[src/swlsp_pkg.sv]
package swlsp_pkg;

  // ****************************************************************
  // Timing
  // ****************************************************************
  localparam int CLK_HZ = 20_000_000;
  localparam int US_CYCLES = CLK_HZ / 1_000_000;
  localparam logic [4:0] US_LAST = 5'(US_CYCLES - 1);
  // Longer than this low time resets the link
  localparam logic [8:0] RESET_LOW_US = 9'd480;
  // Presence wait 15-60 us, presence low 60-240 us
  localparam logic [7:0] PRESENCE_WAIT_US = 8'd30;
  localparam logic [7:0] PRESENCE_LOW_US = 8'd120;
  // Slot sample point; a zero we send is held until here
  localparam logic [5:0] SLOT_SAMPLE_US = 6'd30;

  // ****************************************************************
  // Commands
  // ****************************************************************
  localparam logic [7:0] CMD_ID_READ = 8'h33;
  localparam logic [7:0] CMD_ID_MATCH = 8'h55;
  localparam logic [7:0] CMD_ID_SKIP = 8'hcc;
  localparam logic [7:0] CMD_ID_SEARCH = 8'hf0;
  localparam logic [7:0] CMD_ALARM_SEARCH = 8'hec;
  localparam logic [7:0] CMD_PAD_WRITE = 8'h4e;
  localparam logic [7:0] CMD_PAD_READ = 8'hbe;
  localparam logic [7:0] CMD_PAD_COPY = 8'h48;
  localparam logic [7:0] CMD_CONVERT = 8'h44;
  localparam logic [7:0] CMD_RECALL = 8'hb8;

  // ****************************************************************
  // Scratchpad layout and identity
  // ****************************************************************
  localparam logic [3:0] PAD_TEMP_LO = 4'h0;
  localparam logic [3:0] PAD_TEMP_HI = 4'h1;
  localparam logic [3:0] PAD_HIGH_TRIG = 4'h2;
  localparam logic [3:0] PAD_LOW_TRIG = 4'h3;
  localparam logic [3:0] PAD_UNUSED_A = 4'h4;
  localparam logic [3:0] PAD_UNUSED_B = 4'h5;
  localparam logic [3:0] PAD_RESIDUAL = 4'h6;
  localparam logic [3:0] PAD_PER_DEGREE = 4'h7;
  localparam logic [3:0] PAD_CHECK = 4'h8;
  localparam logic [7:0] PAD_FILL = 8'hff;
  localparam logic [6:0] BYTE_LAST = 7'd7;
  localparam logic [6:0] WORD_LAST = 7'd15;
  localparam logic [6:0] ID_LAST = 7'd63;
  localparam logic [6:0] PAD_LAST = 7'd71;
  localparam logic [7:0] CRC_POLY_REFLECTED = 8'h8c;
  // Arbitrary family and serial values
  localparam logic [7:0] FAMILY_CODE = 8'h7e;
  localparam logic [47:0] SERIAL_NUMBER = 48'h0000_0000_0001;

  // ****************************************************************
  // Types
  // ****************************************************************
  typedef struct packed {
    logic [15:0] temperature;
    logic [7:0] residual;
    logic [7:0] per_degree;
  } swlsp_meas_type;

  typedef enum logic [3:0] {
    ST_WAIT_RESET = 4'h0,
    ST_PRES_WAIT = 4'h1,
    ST_PRES_LOW = 4'h2,
    ST_ROM_CMD = 4'h3,
    ST_ROM_READ = 4'h4,
    ST_ROM_MATCH = 4'h5,
    ST_SEARCH = 4'h6,
    ST_FUNC_CMD = 4'h7,
    ST_PAD_WRITE = 4'h8,
    ST_PAD_READ = 4'h9,
    ST_STATUS = 4'ha
  } swlsp_state_type;

  typedef enum logic [1:0] {
    STAT_CONVERT = 2'h0,
    STAT_COPY = 2'h1,
    STAT_DONE = 2'h2
  } swlsp_stat_type;

  // Serial CRC, cleared to zero, fed least significant bit first
  function automatic logic [7:0] swlsp_crc8(input logic [63:0] data,
                                            input int nbits);
    logic [7:0] crc;
    logic fb;
    crc = 8'h00;
    for (int i = 0; i < 64; i++)
    begin
      if (i < nbits)
      begin
        fb = crc[0] ^ data[i];
        crc = crc >> 1;
        if (fb)
          crc = crc ^ CRC_POLY_REFLECTED;
      end
    end
    return crc;
  endfunction : swlsp_crc8

endpackage : swlsp_pkg

[src/swlsp_slave.sv]
// What this block does
// - Eight scratchpad bytes, positions zero to seven, read in order.
// - Bytes zero and one carry temperature, low byte first.
// - Bytes two and three copy the stored triggers, reloaded at reset.
// - Bytes four and five always read as all ones.
// - Bytes six and seven hold residual count and counts per degree.
// - Ninth byte is the CRC of the eight scratchpad bytes.
// - Trigger writes land in scratchpad; only copy moves them to storage.
// - Data pin only pulls low or releases; line is wired AND.
// - Line low more than 480 us resets the link state.
// - Order: init, identity command, memory command, then data.
// - Init is master reset pulse then slave presence pulse.
// - After presence, exactly one 8-bit identity command follows.
// - Identity read sends family code, 48-bit serial and CRC.
// - Identity match answers memory command only on full 64-bit match.
// - A mismatched device ignores the bus until the next reset.
// - Identity skip goes straight to memory command.
// - Identity search joins the bitwise elimination process.
// - Alarm search joins elimination only when alarm flag is set.
// - Alarm set when temperature above high or below low stored trigger.
// - Alarm flag holds until a measurement falls within limits.
// - Search sends bit, complement, then drops out on differing write.
// - After reset rise wait 15-60 us, then drive low 60-240 us.
// - Compare 8-bit triggers with temperature minus its half-degree bit.
// - CRC: zeroed shift register, LSB first, X^8+X^5+X^4+1.
`timescale 1ns/1ps
module swlsp_slave
  import swlsp_pkg::*;
(
  input wire logic clk,
  input wire logic rst,
  input wire logic dq_in,
  output logic dq_out,
  output logic dq_oe,
  input wire swlsp_meas_type meas,
  input wire logic meas_done,
  input wire logic convert_busy,
  input wire logic [7:0] nv_high_trigger,
  input wire logic [7:0] nv_low_trigger,
  input wire logic nv_busy,
  output logic convert_start,
  output logic nv_write,
  output logic [7:0] nv_write_high,
  output logic [7:0] nv_write_low,
  output logic alarm_flag
);

  // ****************************************************************
  // Identity and scratchpad images
  // ****************************************************************
  localparam logic [55:0] ID_BODY = {SERIAL_NUMBER, FAMILY_CODE};
  localparam logic [7:0] ID_CRC = swlsp_crc8({8'h00, ID_BODY}, 56);
  localparam logic [63:0] IDENTITY = {ID_CRC, ID_BODY};

  swlsp_state_type state;
  swlsp_stat_type status_sel;
  logic line;
  logic fall;
  logic us_tick;
  logic long_low;
  logic long_rise;
  logic [7:0] high_alarm_trigger;
  logic [7:0] low_alarm_trigger;
  logic load_pending;
  logic [7:0] pres_us;
  logic slot_active;
  logic [5:0] slot_us;
  logic slot_done;
  logic [6:0] bit_cnt;
  logic [1:0] phase;
  logic mismatch;
  logic [7:0] shift_sr;
  logic [7:0] next_byte;
  logic [63:0] pad_body;
  logic [71:0] pad_image;
  logic tx_mode;
  logic tx_bit;
  logic next_drive;
  logic id_bit;
  logic [7:0] rx_cmd;
  logic [6:0] temp_whole;

  swlsp_line u_line (
    .clk(clk),
    .rst(rst),
    .dq_in(dq_in),
    .line(line),
    .fall(fall),
    .us_tick(us_tick),
    .long_low(long_low),
    .long_rise(long_rise)
  );

  // Scratchpad bytes in read order
  assign pad_body = {meas.per_degree, meas.residual,
                     PAD_FILL, PAD_FILL,
                     low_alarm_trigger, high_alarm_trigger,
                     meas.temperature};
  // Check byte follows as the ninth byte
  assign pad_image = {swlsp_crc8(pad_body, 64), pad_body};

  // ****************************************************************
  // Slot timing
  // ****************************************************************
  // A slot opens on a master falling edge and closes at the sample point
  assign slot_done = slot_active & us_tick
                     & (slot_us == SLOT_SAMPLE_US - 6'd1);

  always_ff @(posedge clk)
  begin
    if (rst || long_low)
    begin
      slot_active <= 1'b0;
      slot_us <= 6'h00;
    end
    else if (slot_done)
      slot_active <= 1'b0;
    else if (!slot_active && fall && state >= ST_ROM_CMD)
    begin
      // Any high gap before the edge is fine
      slot_active <= 1'b1;
      slot_us <= 6'h00;
    end
    else if (slot_active && us_tick)
      slot_us <= slot_us + 6'h01;
  end

  // ****************************************************************
  // Transmit bit selection
  // ****************************************************************
  assign id_bit = IDENTITY[bit_cnt[5:0]];
  assign rx_cmd = {line, shift_sr[7:1]};
  assign next_byte = {line, shift_sr[7:1]};

  // Bit the device places on the line in a read slot
  always_comb
  begin
    tx_mode = 1'b0;
    tx_bit = 1'b1;
    unique case (state)
      ST_ROM_READ:
      begin
        tx_mode = 1'b1;
        tx_bit = id_bit;
      end
      ST_SEARCH:
      begin
        tx_mode = (phase != 2'h2);
        tx_bit = (phase == 2'h0) ? id_bit : ~id_bit;
      end
      ST_PAD_READ:
      begin
        tx_mode = 1'b1;
        tx_bit = pad_image[bit_cnt];
      end
      ST_STATUS:
      begin
        tx_mode = 1'b1;
        if (status_sel == STAT_CONVERT)
          tx_bit = ~convert_busy;
        else if (status_sel == STAT_COPY)
          tx_bit = ~nv_busy;
        else
          tx_bit = 1'b1;
      end
      default:
      begin
        tx_mode = 1'b0;
        tx_bit = 1'b1;
      end
    endcase
  end

  // Pull low for presence or a zero; otherwise release
  assign next_drive = (state == ST_PRES_LOW)
                      | (slot_active & tx_mode & ~tx_bit);

  // ****************************************************************
  // Pin driver
  // ****************************************************************
  // Only ever pulls low; the pull-up makes the high level
  always_ff @(posedge clk)
  begin
    if (rst)
    begin
      dq_out <= 1'b0;
      dq_oe <= 1'b0;
    end
    else
    begin
      dq_out <= 1'b0;
      dq_oe <= next_drive;
    end
  end

  // ****************************************************************
  // Transaction sequencer
  // ****************************************************************
  // A long low wins over everything but rst, so a stuck bus never hangs us
  always_ff @(posedge clk)
  begin
    if (rst)
    begin
      state <= ST_WAIT_RESET;
      status_sel <= STAT_DONE;
      pres_us <= 8'h00;
      bit_cnt <= 7'h00;
      phase <= 2'h0;
      mismatch <= 1'b0;
      shift_sr <= 8'h00;
    end
    else if (long_low)
      state <= ST_WAIT_RESET;
    else if (long_rise)
    begin
      state <= ST_PRES_WAIT;
      pres_us <= 8'h00;
    end
    else
    begin
      unique case (state)
        ST_WAIT_RESET:
          pres_us <= 8'h00;
        ST_PRES_WAIT:
          if (us_tick)
          begin
            pres_us <= pres_us + 8'h01;
            if (pres_us == PRESENCE_WAIT_US - 8'h01)
            begin
              state <= ST_PRES_LOW;
              pres_us <= 8'h00;
            end
          end
        ST_PRES_LOW:
          if (us_tick)
          begin
            pres_us <= pres_us + 8'h01;
            if (pres_us == PRESENCE_LOW_US - 8'h01)
            begin
              state <= ST_ROM_CMD;
              bit_cnt <= 7'h00;
            end
          end
        ST_ROM_CMD:
          if (slot_done)
          begin
            shift_sr <= next_byte;
            bit_cnt <= bit_cnt + 7'h01;
            if (bit_cnt == BYTE_LAST)
            begin
              bit_cnt <= 7'h00;
              phase <= 2'h0;
              mismatch <= 1'b0;
              if (rx_cmd == CMD_ID_READ)
                state <= ST_ROM_READ;
              else if (rx_cmd == CMD_ID_MATCH)
                state <= ST_ROM_MATCH;
              else if (rx_cmd == CMD_ID_SKIP)
                state <= ST_FUNC_CMD;
              else if (rx_cmd == CMD_ID_SEARCH)
                state <= ST_SEARCH;
              else if (rx_cmd == CMD_ALARM_SEARCH)
                state <= alarm_flag ? ST_SEARCH : ST_WAIT_RESET;
              else
                state <= ST_WAIT_RESET;
            end
          end
        ST_ROM_READ:
          if (slot_done)
          begin
            bit_cnt <= bit_cnt + 7'h01;
            if (bit_cnt == ID_LAST)
            begin
              state <= ST_FUNC_CMD;
              bit_cnt <= 7'h00;
            end
          end
        ST_ROM_MATCH:
          if (slot_done)
          begin
            bit_cnt <= bit_cnt + 7'h01;
            if (line != id_bit)
              mismatch <= 1'b1;
            if (bit_cnt == ID_LAST)
            begin
              bit_cnt <= 7'h00;
              if (mismatch || line != id_bit)
                state <= ST_WAIT_RESET;
              else
                state <= ST_FUNC_CMD;
            end
          end
        ST_SEARCH:
          if (slot_done)
          begin
            if (phase != 2'h2)
              phase <= phase + 2'h1;
            else if (line != id_bit)
              state <= ST_WAIT_RESET;
            else
            begin
              phase <= 2'h0;
              bit_cnt <= bit_cnt + 7'h01;
              if (bit_cnt == ID_LAST)
              begin
                state <= ST_FUNC_CMD;
                bit_cnt <= 7'h00;
              end
            end
          end
        ST_FUNC_CMD:
          if (slot_done)
          begin
            shift_sr <= next_byte;
            bit_cnt <= bit_cnt + 7'h01;
            if (bit_cnt == BYTE_LAST)
            begin
              bit_cnt <= 7'h00;
              // Memory command only reached through an identity command
              if (rx_cmd == CMD_PAD_WRITE)
                state <= ST_PAD_WRITE;
              else if (rx_cmd == CMD_PAD_READ)
                state <= ST_PAD_READ;
              else if (rx_cmd == CMD_PAD_COPY)
              begin
                state <= ST_STATUS;
                status_sel <= STAT_COPY;
              end
              else if (rx_cmd == CMD_CONVERT)
              begin
                state <= ST_STATUS;
                status_sel <= STAT_CONVERT;
              end
              else if (rx_cmd == CMD_RECALL)
              begin
                state <= ST_STATUS;
                status_sel <= STAT_DONE;
              end
              else
                state <= ST_WAIT_RESET;
            end
          end
        ST_PAD_WRITE:
          if (slot_done)
          begin
            shift_sr <= next_byte;
            bit_cnt <= bit_cnt + 7'h01;
            if (bit_cnt == WORD_LAST)
              state <= ST_WAIT_RESET;
          end
        ST_PAD_READ:
          if (slot_done)
          begin
            bit_cnt <= bit_cnt + 7'h01;
            if (bit_cnt == PAD_LAST)
              state <= ST_WAIT_RESET;
          end
        ST_STATUS:
          bit_cnt <= 7'h00;
        default:
          state <= ST_WAIT_RESET;
      endcase
    end
  end

  // ****************************************************************
  // Scratchpad triggers
  // ****************************************************************
  // Stored values are caught one cycle after reset, never under it
  always_ff @(posedge clk)
  begin
    if (rst)
    begin
      load_pending <= 1'b1;
      high_alarm_trigger <= 8'h00;
      low_alarm_trigger <= 8'h00;
    end
    else if (load_pending)
    begin
      load_pending <= 1'b0;
      high_alarm_trigger <= nv_high_trigger;
      low_alarm_trigger <= nv_low_trigger;
    end
    else if (!long_low && state == ST_PAD_WRITE && slot_done)
    begin
      // Master writes only reach the scratchpad copy
      if (bit_cnt == BYTE_LAST)
        high_alarm_trigger <= next_byte;
      else if (bit_cnt == WORD_LAST)
        low_alarm_trigger <= next_byte;
    end
    else if (!long_low && state == ST_FUNC_CMD && slot_done
             && bit_cnt == BYTE_LAST && rx_cmd == CMD_RECALL)
    begin
      high_alarm_trigger <= nv_high_trigger;
      low_alarm_trigger <= nv_low_trigger;
    end
  end

  // ****************************************************************
  // Command side effects
  // ****************************************************************
  // One-cycle strobes to the storage and the converter
  always_ff @(posedge clk)
  begin
    if (rst)
    begin
      convert_start <= 1'b0;
      nv_write <= 1'b0;
      nv_write_high <= 8'h00;
      nv_write_low <= 8'h00;
    end
    else
    begin
      convert_start <= 1'b0;
      nv_write <= 1'b0;
      if (!long_low && state == ST_FUNC_CMD && slot_done
          && bit_cnt == BYTE_LAST)
      begin
        convert_start <= (rx_cmd == CMD_CONVERT);
        if (rx_cmd == CMD_PAD_COPY)
        begin
          nv_write <= 1'b1;
          nv_write_high <= high_alarm_trigger;
          nv_write_low <= low_alarm_trigger;
        end
      end
    end
  end

  // ****************************************************************
  // Alarm qualification
  // ****************************************************************
  // Half-degree bit dropped; sign sits in the trigger's top bit
  assign temp_whole = meas.temperature[7:1];

  // Stored triggers are used, so unsaved edits need a copy first
  always_ff @(posedge clk)
  begin
    if (rst)
      alarm_flag <= 1'b0;
    else if (meas_done)
      alarm_flag <= ($signed({meas.temperature[15], temp_whole})
                     > $signed(nv_high_trigger))
                    | ($signed({meas.temperature[15], temp_whole})
                       < $signed(nv_low_trigger));
  end

endmodule : swlsp_slave

[src/swlsp_line.sv]
`timescale 1ns/1ps
module swlsp_line
  import swlsp_pkg::*;
(
  input wire logic clk,
  input wire logic rst,
  input wire logic dq_in,
  output logic line,
  output logic fall,
  output logic us_tick,
  output logic long_low,
  output logic long_rise
);

  // ****************************************************************
  // Pin synchroniser
  // ****************************************************************
  logic sync_a;
  logic sync_b;
  logic sync_c;
  logic [4:0] div_count;
  logic [8:0] low_us;
  logic long_seen;

  // Three stages; level moves only when last two agree
  always_ff @(posedge clk)
  begin
    if (rst)
    begin
      sync_a <= 1'b1;
      sync_b <= 1'b1;
      sync_c <= 1'b1;
    end
    else
    begin
      sync_a <= dq_in;
      sync_b <= sync_a;
      sync_c <= sync_b;
    end
  end

  // Filtered level and falling edge
  always_ff @(posedge clk)
  begin
    if (rst)
    begin
      line <= 1'b1;
      fall <= 1'b0;
    end
    else
    begin
      fall <= 1'b0;
      if (sync_b == sync_c)
      begin
        line <= sync_c;
        fall <= line & ~sync_c;
      end
    end
  end

  // ****************************************************************
  // Microsecond enable
  // ****************************************************************
  always_ff @(posedge clk)
  begin
    if (rst)
    begin
      div_count <= 5'h00;
      us_tick <= 1'b0;
    end
    else
    begin
      us_tick <= (div_count == US_LAST);
      div_count <= (div_count == US_LAST) ? 5'h00 : div_count + 5'h01;
    end
  end

  // ****************************************************************
  // Long low detection
  // ****************************************************************
  // Counter saturates so an endless low reports once
  always_ff @(posedge clk)
  begin
    if (rst)
    begin
      low_us <= 9'h000;
      long_low <= 1'b0;
      long_seen <= 1'b0;
      long_rise <= 1'b0;
    end
    else
    begin
      long_low <= 1'b0;
      long_rise <= 1'b0;
      if (line)
      begin
        low_us <= 9'h000;
        long_seen <= 1'b0;
        long_rise <= long_seen;
      end
      else if (us_tick && low_us <= RESET_LOW_US)
      begin
        low_us <= low_us + 9'h001;
        if (low_us == RESET_LOW_US)
        begin
          long_low <= 1'b1;
          long_seen <= 1'b1;
        end
      end
    end
  end

endmodule : swlsp_line

[config.mk]
export PLATFORM = sky130hd
export DESIGN_NAME = swlsp_slave
export DESIGN_NICKNAME = d
export VERILOG_FILES = /design/src/swlsp_pkg.sv /design/src/swlsp_slave.sv /design/src/swlsp_line.sv
export SDC_FILE = /design/constraint.sdc
export NUM_CORES = 1
export LEC_CHECK = 0
export BUFFER_PORTS_ARGS = -buffer_cell sky130_fd_sc_hd__buf_2
export CAP_MARGIN = 20
export CORE_MARGIN = 2
export CORE_UTILIZATION = 40
export DETAILED_ROUTE_END_ITERATION = 16
export REMOVE_ABC_BUFFERS = 1
export SYNTH_ARGS = -nofsm -noshare
export SYNTH_HDL_FRONTEND = slang
export SYNTH_SLANG_ARGS = --single-unit
export TNS_END_PERCENT = 1
[constraint.sdc]
create_clock -name clk -period 4.1 [get_ports clk]
set_clock_uncertainty 0.15 [all_clocks]
set_input_delay 0 -clock clk [delete_from_list [all_inputs] [get_ports clk]]
set_output_delay 0 -clock clk [all_outputs]
set_load 0.005 [all_outputs]
==> run metrics, run 1 <==
number of distinct library cell variants in the gate-level netlist after synthesis 69; capture endpoint of the worst hold path bit_cnt[6]; First DRT Iteration DRCs 420; largest cells by area after synthesis dfxtp_1 28%, xnor2_1 8.1%, mux2i_1 6.3%; Final Max Slew Viols 0; WL final 18300 um; area added between synthesis and finish 15.4%; worst reg2reg startpoint high_alarm_trigger[1]; average wire per cell in the routed design 16.9 um; mux share of post-synthesis cell area 0.112; synthesized area divided by synthesized cell count 9.31 sq um; Yosys reg bits 99; largest net degree at the start of global routing 67; list of cells traversed by the critical path xnor3_1, xnor3_2, xnor3_2, xnor3_2, xnor2_2, xnor3_2, xnor2_2, xnor2_2, xnor2_1, a2111oi_2, o31a_1; startpoint class of the critical path register; portion of synthesized cell area occupied by the leading cell type 0.277; routed vias 5765; top achievable clock speed 264 MHz; # hold bufs at CTS 18; Max Root-Sink Buffers 2; vias in the first global route 5487; Post-Syn Instances 769; main combinational cell family by area after synthesis XOR/XNOR gates; leakage power summed over all cells 3.24 nW; overall overflow remaining after global route 0; sequential fraction of the synthesis area 0.277; Async S/R FF share, synth 0; transition time at the pin with the least slew margin 0.746 ns; share of cells above drive strength 1 0.182; Hold Startpoint rst; min-delay worst type input pin to register; worst hold stages 3; primary flip-flop cell chosen by synthesis mapping dfxtp_1; final hold violation count 0; depth of the most critical reg-to-reg path 11; minimum hold slack 0.0484 ns; kind of critical path register to register; simple-gate share of the synthesized area 0.175; antenna violations before repair 0; number of top-level pins 75; final routed DRC violation total 0; die span in x 138 um; post-CTS clock slew at the launch and capture registers of the worst setup and hold paths 0.07 ns; DP Wirelength 13900 um; endpoint of the worst-slack reg-to-reg timing path dq_oe; Post-CTS Setup Inserts 0; Pwr Density 717 nW/um^2; height of the die 138 um; die area 19000 sq um; final antenna-violating net count 0; number of synthesis warnings 0; cell type group with the largest total delay on the critical path XOR/XNOR gates; largest incremental delay on the critical path 0.43 ns; mapped cell area 7160 sq um; unrepaired setup endpoints after global routing false; setup slack after placement 0.333 ns; compound-gate portion of the synthesized area 0.110; routed vias/inst 5.32; XOR/XNOR share of the synthesized area 0.238; buffers added on ports 73; post-route fraction of the period consumed by the critical path 0.924; overall fraction of global-route tracks in use 0.201; number of flops mapped to enable cells by yosys 0; final layout net count 933; cell type with the largest total area after synthesis dfxtp_1; critical-path cell with the highest stage delay xnor3_1; Starting Density 0.411; final setup violating endpoints 0; total number of clock tree sinks 99; iteration count of the initial detailed-routing pass 5; H-tree depth 3; count of instances resized after the clock tree is built 0; run status finished clean; TritonCTS clock tree done; cell seen most often among critical-path stages xnor3_2; relative slew slack 0.501; post-route standard cell area excluding fillers 8260 sq um; Max FO, Critical Path 4; root cell of the clock tree clkbuf_16; Clk Latency, worst-skew pair 0.37 ns; maximum capacitance violations 0; GP Congestion 0.859; cell row count 48; min Tclk post-route 3.79 ns; clock buffer count from CTS 9; type of element capturing the critical path register; wire length of the first global-routing pass 29300 um; worst voltage drop across the vdd grid 0.00193 V; core outline area 17400 sq um; worst-case register-to-register setup slack 0.31 ns; Setup WS post-layout 0.311 ns; Required @ worst endpoint 4.25 ns; post-detailed-placement cell area 7780 sq um; share of synthesized cell area in full adder, half adder and majority cells 0.0469; CP Buf/Inv Count 0; number of antenna repair diodes 0; endpoint arrival time on the critical path 3.94 ns
[synthesized netlist by cell type (9+ instances only)]
cell	count
nor2_1	111
dfxtp_1	99
xnor2_1	66
mux2i_1	45
xor2_1	35
a21oi_1	34
nand2_1	34
o21ai_0	30
inv_1	29
ha_1	26
clkbuf_1	24
a211oi_1	23
nand3_1	17
mux4_2	14
xnor3_1	14
nand4_1	13
nor3_1	11
xnor3_2	10
nand2b_1	9
[flip-flops by register name (all words and copies together), names as in the netlist, 2 cells and up]
signal              flops
bit_cnt                 7
high_alarm_trigger      8
low_alarm_trigger       8
nv_write_high           8
nv_write_low            8
phase                   2
pres_us                 8
shift_sr                7
slot_us                 6
state                   4
status_sel              2
u_line.div_count        5
u_line.low_us           9
[cell families (layout without fill, tap and decap cells)]
kind of cell	after synthesis	after routing
compound gates	124	124
simple gates	253	253
flops	99	99
xor+xnor	138	138
mux	61	61
other cells	1	1
fa+ha+maj	27	27
buf+inv	66	155
[metrics by stage]
step,utilization,setup TNS [ns],total power [W],cells
floorplan,-,-14.51,0.00451,733
global placement,0.447,0,0.00506,1049
detailed placement,0.447,0,0.00510,1049
CTS,0.474,0,0.00598,1083
global route,0.474,0,0.00636,1083
finish,0.474,0,0.00592,1083
[worst min-delay path, delay by kind of cell]
kind / cells / cell delay (ns)
AO/OA/AOI/OAI: 1 / 0.06
buffers and inverters: 1 / 0.13
AND/OR/NAND/NOR: 1 / 0.32
[layout make-up]
class / instances / area (sq um)
fillers: 1648 / 9160
multi-input cells: 604 / 4890
flip-flops and latches: 99 / 1980
repair buffers: 109 / 693
well taps: 225 / 282
clock buffers: 10 / 239
inverters: 30 / 113
clock inverters: 6 / 56.3
[where the power goes]
part	switching (W)	internal (W)
logic	0.00173	0.00228
registers	0.0000597	0.000998
clock network	0.000416	0.000441
total	0.00220	0.00372
[layout by cell type (no fill, tap or decap), types with 14 or more instances in the layout]
master,count
mux4_2,14
o21ai_0,30
inv_1,29
xnor3_1,14
nand2_1,34
nor2_1,111
dlygate4sd3_1,18
buf_4,17
a211oi_1,23
ha_1,26
dfxtp_1,99
mux2i_1,45
buf_2,73
xor2_1,35
nand3_1,17
xnor2_1,66
a21oi_1,34
[per-layer routing]
| metal | track usage | wire length [um] | vias up |
|---|---|---|---|
| met4 | 0.0658 | 384 | 0 |
| met2 | 0.302 | 7890 | 161 |
| met3 | 0.0357 | 1060 | 27 |
| li1 | - | - | 2880 |
| met1 | 0.292 | 8960 | 2697 |
| met5 | 0 | 0 | - |
[worst max path at each step]
stage	start	end	slack (ns)	depth (start not counted)
after CTS	high_alarm_trigger[1]	dq_oe	0.30	11
after global routing	high_alarm_trigger[3]	dq_oe	0.08	11
after detailed placement	high_alarm_trigger[1]	dq_oe	0.33	11
after global placement	high_alarm_trigger[1]	dq_oe	0.41	11
after floorplan	bit_cnt[1]	nv_write_high[0]	-0.57	9
final	high_alarm_trigger[1]	dq_oe	0.31	11
(Power assumes the default switching activity.)
==> run 2: changes to the inputs <==
Settings changed: ABC_AREA from default to 1, CAP_MARGIN 20 to default.
==> run 2 against run 1 <==
Effect of this change: final cell count rose by 65%; the run now ends with negative setup slack left; sequential share of layout area down 5.7 points; clock-buffer cell count decreased by 1; setup slack lost 1.7 ns; synthesized cell count is 73% higher; register-to-register slack got worse by 1.7 ns; via count grew 60%; flip-flop and latch count stayed put; global-route usage is 2.1 points higher; largest cell class unchanged.
==> run metrics, run 2 <==
endpoint arrival time on the critical path 5.55 ns (was 3.94 ns); violated checks negative setup slack; largest incremental delay on the critical path 0.33 ns (was 0.43 ns); final setup violating endpoints 1 (was 0); mapped cell area 8260 sq um (was 7160 sq um); most common cell after layout, fill and taps aside nand2_1 (was nor2_1); post-route fraction of the period consumed by the critical path 1.33 (was 0.924); number of flops mapped to enable cells by yosys 0 (unchanged); Final Max Slew Viols 0 (unchanged); GP Congestion 0.915 (was 0.859); final routed DRC violation total 0 (unchanged); commonest cells after routing, fill and taps aside 221 x nand2_1, 196 x inv_1, 120 x buf_4 (was 111 x nor2_1, 99 x dfxtp_1, 73 x buf_2); wire length of the first global-routing pass 39700 um (was 29300 um); type of element capturing the critical path register (unchanged); height of the die 148 um (was 138 um); startpoint class of the critical path register (unchanged); run status finished, violations left (was finished clean); largest cells by area after synthesis dfxtp_1 24%, nand2_1 12%, inv_1 9.1% (was dfxtp_1 28%, xnor2_1 8.1%, mux2i_1 6.3%); transition time at the pin with the least slew margin 1.07 ns (was 0.746 ns); maximum capacitance violations 0 (unchanged); WL final 25000 um (was 18300 um); fill cell count 2015 (was 1648); min-delay worst type input pin to register (unchanged); synthesized area divided by synthesized cell count 6.19 sq um (was 9.31 sq um); routed vias 9201 (was 5765); dpl cells 1757 (was 1049); H-tree depth 3 (unchanged); Starting Density 0.408 (was 0.411); share of cells above drive strength 1 0.275 (was 0.182); Required @ worst endpoint 4.18 ns (was 4.25 ns); final hold violation count 0 (unchanged); cell type with the largest total area after synthesis dfxtp_1 (unchanged); count of non-filler cells in the finished layout 1792 (was 1083); primary flip-flop cell chosen by synthesis mapping dfxtp_1 (unchanged); sequential fraction of the synthesis area 0.240 (was 0.277); buffers added on ports 73 (unchanged); number of synthesis warnings 0 (unchanged); average wire per cell in the routed design 13.9 um (was 16.9 um); register ranked first by flip-flop count u_line.low_us (unchanged); core outline area 20200 sq um (was 17400 sq um); TritonCTS clock tree done (unchanged); min Tclk post-route 5.47 ns (was 3.79 ns); top achievable clock speed 183 MHz (was 264 MHz); number of flip-flops under the largest register name 9 (unchanged); Max Root-Sink Buffers 2 (unchanged); overall fraction of global-route tracks in use 0.222 (was 0.201); post-CTS clock slew at the launch and capture registers of the worst setup and hold paths 0.08 ns (was 0.07 ns); most used standard cell by instance count after synthesis nand2_1 (was nor2_1); portion of synthesized cell area occupied by the leading cell type 0.240 (was 0.277); Async S/R FF share, synth 0 (unchanged); final layout net count 1597 (was 933); die span in x 148 um (was 138 um); antenna violations before repair 0 (unchanged); Max FO, Critical Path 5 (was 4); overall overflow remaining after global route 0 (unchanged); kind of critical path register to register (unchanged); unrepaired setup endpoints after global routing true (was false); relative slew slack 0.271 (was 0.501); First DRT Iteration DRCs 558 (was 420); critical-path cell with the highest stage delay dfxtp_2 (was xnor3_1); cell row count 52 (was 48); Post-Syn Instances 1334 (was 769); cell seen most often among critical-path stages nand2_1 (was xnor3_2); die area 21800 sq um (was 19000 sq um); DP Wirelength 18700 um (was 13900 um); number of distinct library cell variants in the gate-level netlist after synthesis 51 (was 69); number of antenna repair diodes 0 (unchanged); area added between synthesis and finish 31.2% (was 15.4%); Setup WS post-layout -1.37 ns (was 0.311 ns); total number of clock tree sinks 99 (unchanged); clock buffer count from CTS 9 (unchanged); final antenna-violating net count 0 (unchanged); Yosys reg bits 99 (unchanged); synth cell count leaders 273 x nand2_1, 200 x inv_1, 143 x nand3_1 (was 111 x nor2_1, 99 x dfxtp_1, 66 x xnor2_1); routed vias/inst 5.13 (was 5.32); vias in the first global route 8475 (was 5487); largest net degree at the start of global routing 43 (was 67); Clk Latency, worst-skew pair 0.37 ns (about the same); root cell of the clock tree clkbuf_16 (unchanged); iteration count of the initial detailed-routing pass 6 (was 5); number of top-level pins 75 (unchanged)
[run 2: cell type report]
class	instances	area (sq um)	share of cell area
Multi-Input combinational cell	995	6080	0.561
Sequential cell	99	1980	0.183
Timing Repair Buffer	199	1330	0.122
Inverter	213	800	0.0738
Tap cell	270	338	0.0312
Clock buffer	9	225	0.0208
Clock inverter	7	88.8	0.00820
[run 2: metal layers]
metal  vias up  wire (um)  global-route usage
li1       4744          -                   -
met1      4221      11400               0.289
met2       209      12300               0.392
met3        27       1010              0.0284
met4         0        296              0.0553
met5         -          0                   0
[run 2: path summary, 6_finish.rpt]
check | from | to | slack, ns | cells past startpoint
worst min register to register | u_line.sync_a | u_line.sync_b | 0.27 | 1
worst min-delay path | nv_high_trigger[2] | high_alarm_trigger[2] | 0.005 | 5
worst max register to register | high_alarm_trigger[0] | dq_oe | -1.37 | 53
worst max-delay path | high_alarm_trigger[0] | dq_oe | -1.37 | 53
[run 2: cells by family after synthesis]
kind of cell,synth area share
AOI/OAI and AO/OA,0.172
xor gates and xnor gates,0.0597
adders and majority gates,0.0394
buffers and inverters,0.111
DFF,0.240
other,0.000454
and+or+nand+nor,0.378
[run 2: per-stage QoR]
stage	cell area [sq um]	TNS, ns	utilization	setup slack, ns	hold WS (ns)
after floorplan	8150	-0.679	-	-0.679	-0.122
after global placement	9660	-1.58	0.477	-1.58	0.0438
after detailed placement	9660	-1.58	0.477	-1.58	0.0418
after CTS	10400	-1.16	0.516	-1.16	0.00686
after global routing	10800	-1.89	0.536	-1.89	0.0594
final	10800	-1.37	0.536	-1.37	0.00541
[run 2: worst max-delay path: cells and delay by family (launching register included)]
kind                      cells  cell delay (ns)
xor gates and xnor gates      4             0.65
AOI/OAI and AO/OA             2             0.17
buffers and inverters         8             0.67
DFF                           1             0.33
and+or+nand+nor              39             3.38
[run 2: what timing repair did]
item                                   4_1_cts  5_1_grt
setup endpoints to repair                    1        1
pin swaps                                   25       46
buffers inserted                             7        6
resized for setup                           74       82
endpoints found under the hold margin       10        0
hold buffers                                 6        0
Power of run 2 is not shown: default switching activity piles up to over one toggle a cycle in this logic, so the estimate is an artifact.
==> run 3: changes to the inputs <==
Settings changed: CORE_ASPECT_RATIO from default to 1.75, REMOVE_ABC_BUFFERS 1 to default.
==> run 3 against run 2 <==
Effect of this change: the flow still finishes with violations (negative setup slack); register-to-register slack improved by 0.09 ns; die area increased by 0.21%; sequential share of layout area increased by 0.074 points; flip-flop and latch count unchanged; clock-buffer cell count unchanged; setup slack improved by 0.091 ns; via count increased by 0.73%; final cell count decreased by 0.95%; highest routed layer unchanged.
==> run metrics, run 3 (synthesized netlist as in run 2, its figures left out) <==
Mapped Nets 1414; buffers added on ports 73 (unchanged); maximum capacitance violations 0 (unchanged); routed vias/inst 5.22 (was 5.13); min-delay worst type input pin to register (unchanged); type of element capturing the critical path register (unchanged); unrepaired setup endpoints after global routing true (unchanged); violated checks negative setup slack (unchanged); Starting Density 0.407 (was 0.408); run status finished, violations left (unchanged); H-tree depth 3 (unchanged); count of non-filler cells in the finished layout 1775 (was 1792); die span in x 113 um (was 148 um); endpoint of the worst-slack reg-to-reg timing path dq_oe (unchanged); overall overflow remaining after global route 0 (unchanged); average wire per cell in the routed design 15.2 um (was 13.9 um); Post-Route M1 WL 9730 um (was 11400 um); largest incremental delay on the critical path 0.34 ns (was 0.33 ns); First DRT Iteration DRCs 362 (was 558); post-detailed-placement cell area 9620 sq um (was 9660 sq um); depth of the most critical reg-to-reg path 51 (was 53); total negative slack -1.27 ns (was -1.37 ns); WL final 26900 um (was 25000 um); endpoint arrival time on the critical path 5.47 ns (was 5.55 ns); worst reg2reg startpoint high_alarm_trigger[0] (unchanged); number of flip-flops under the largest register name 9 (unchanged); iteration count of the initial detailed-routing pass 6 (unchanged); cell row count 69 (was 52); kind of critical path register to register (unchanged); post-CTS clock slew at the launch and capture registers of the worst setup and hold paths 0.08 ns (about the same); transition time at the pin with the least slew margin 0.975 ns (was 1.07 ns); setup slack after placement -1.53 ns (was -1.58 ns); capturing instance or port of the critical path dq_oe (unchanged); Max Root-Sink Buffers 2 (unchanged); Max FO, Critical Path 6 (was 5); height of the die 194 um (was 148 um); die area 21900 sq um (was 21800 sq um); GP Congestion 0.974 (was 0.915); top achievable clock speed 186 MHz (was 183 MHz); relative slew slack 0.333 (was 0.271); routed vias 9268 (was 9201); commonest cells after routing, fill and taps aside 223 x nand2_1, 198 x inv_1, 124 x buf_4 (was 221 x nand2_1, 196 x inv_1, 120 x buf_4); most common cell after layout, fill and taps aside nand2_1 (unchanged); critical-path cell with the highest stage delay dfxtp_2 (unchanged); Highest Signal Layer met4 (unchanged); total number of clock tree sinks 99 (unchanged); Required @ worst endpoint 4.19 ns (was 4.18 ns); overall fraction of global-route tracks in use 0.243 (was 0.222); startpoint class of the critical path register (unchanged); final setup violating endpoints 1 (unchanged); min Tclk post-route 5.37 ns (was 5.47 ns); core outline area 20300 sq um (was 20200 sq um); number of antenna repair diodes 0 (unchanged); final hold violation count 0 (unchanged); largest net degree at the start of global routing 40 (was 43); post-route fraction of the period consumed by the critical path 1.31 (was 1.33); DP Wirelength 21100 um (was 18700 um); wire length of the first global-routing pass 43000 um (was 39700 um); met3 wirelength from detailed routing 624 um (was 1010 um); number of top-level pins 75 (unchanged); antenna violations before repair 0 (unchanged); register ranked first by flip-flop count u_line.low_us (unchanged); final routed DRC violation total 0 (unchanged); clock buffer count from CTS 9 (unchanged); launching instance or port of the critical path high_alarm_trigger[0] (unchanged); met2 wire length 15200 um (was 12300 um); final layout net count 1602 (was 1597); TritonCTS clock tree done (unchanged); Clk Latency, worst-skew pair 0.36 ns (was 0.37 ns); Final Max Slew Viols 0 (unchanged); vias in the first global route 9172 (was 8475); final antenna-violating net count 0 (unchanged); worst-case register-to-register setup slack -1.27 ns (was -1.37 ns); root cell of the clock tree clkbuf_16 (unchanged); Setup WS post-layout -1.27 ns (was -1.37 ns); share of cells above drive strength 1 0.278 (was 0.275); area added between synthesis and finish 30.7% (was 31.2%); post-route standard cell area excluding fillers 10800 sq um (about the same); dpl cells 1734 (was 1757)
[run 3: how the worst min path moves through the flow]
stage | start | to | slack, ns | depth (start not counted)
2_1_floorplan | rst | load_pending | -0.12 | 0
3_3_place_gp | dq_in | u_line.sync_a | 0.03 | 2
3_5_place_dp | dq_in | u_line.sync_a | 0.04 | 2
4_1_cts | nv_low_trigger[2] | low_alarm_trigger[2] | 0.006 | 5
5_1_grt | nv_high_trigger[3] | high_alarm_trigger[3] | 0.08 | 5
6_report | nv_low_trigger[2] | low_alarm_trigger[2] | 0.000006 | 5
[run 3: critical path: cells and delay by family (launching register included)]
family	cells	cell delay (ns)
and+or+nand+nor	41	3.42
xor gates and xnor gates	4	0.78
buffers and inverters	5	0.48
DFF	1	0.34
AOI/OAI and AO/OA	1	0.05
[run 3: area by class of cell]
cell class | count | area [sq um]
multi-input cells | 995 | 6010
clock inverters | 7 | 98.8
flip-flops and latches | 99 | 1980
well taps | 248 | 310
repair buffers | 204 | 1370
clock buffers | 9 | 225
inverters | 213 | 800
fillers | 2067 | 9490
[run 3: timing repair]
action,4_1_cts,5_1_grt
setup endpoints to repair,1,1
hold buffers,6,0
buffers inserted,13,6
resized for setup,73,72
endpoints found under the hold margin,8,0
pin swaps,41,41
[run 3: per-layer routing]
| layer | vias up | global-route usage |
|---|---|---|
| li1 | 4746 | - |
| met2 | 199 | 0.489 |
| met4 | 0 | 0.128 |
| met3 | 82 | 0.0281 |
| met1 | 4241 | 0.231 |
| met5 | - | 0 |
[run 3: metrics by stage]
stage               utilization  hold slack [ns]
floorplan                     -           -0.122
global placement          0.474           0.0341
detailed placement        0.474           0.0373
CTS                       0.514          0.00615
global route              0.532           0.0841
finish                    0.532       0.00000649
Power of run 3 is left out for the same reason.
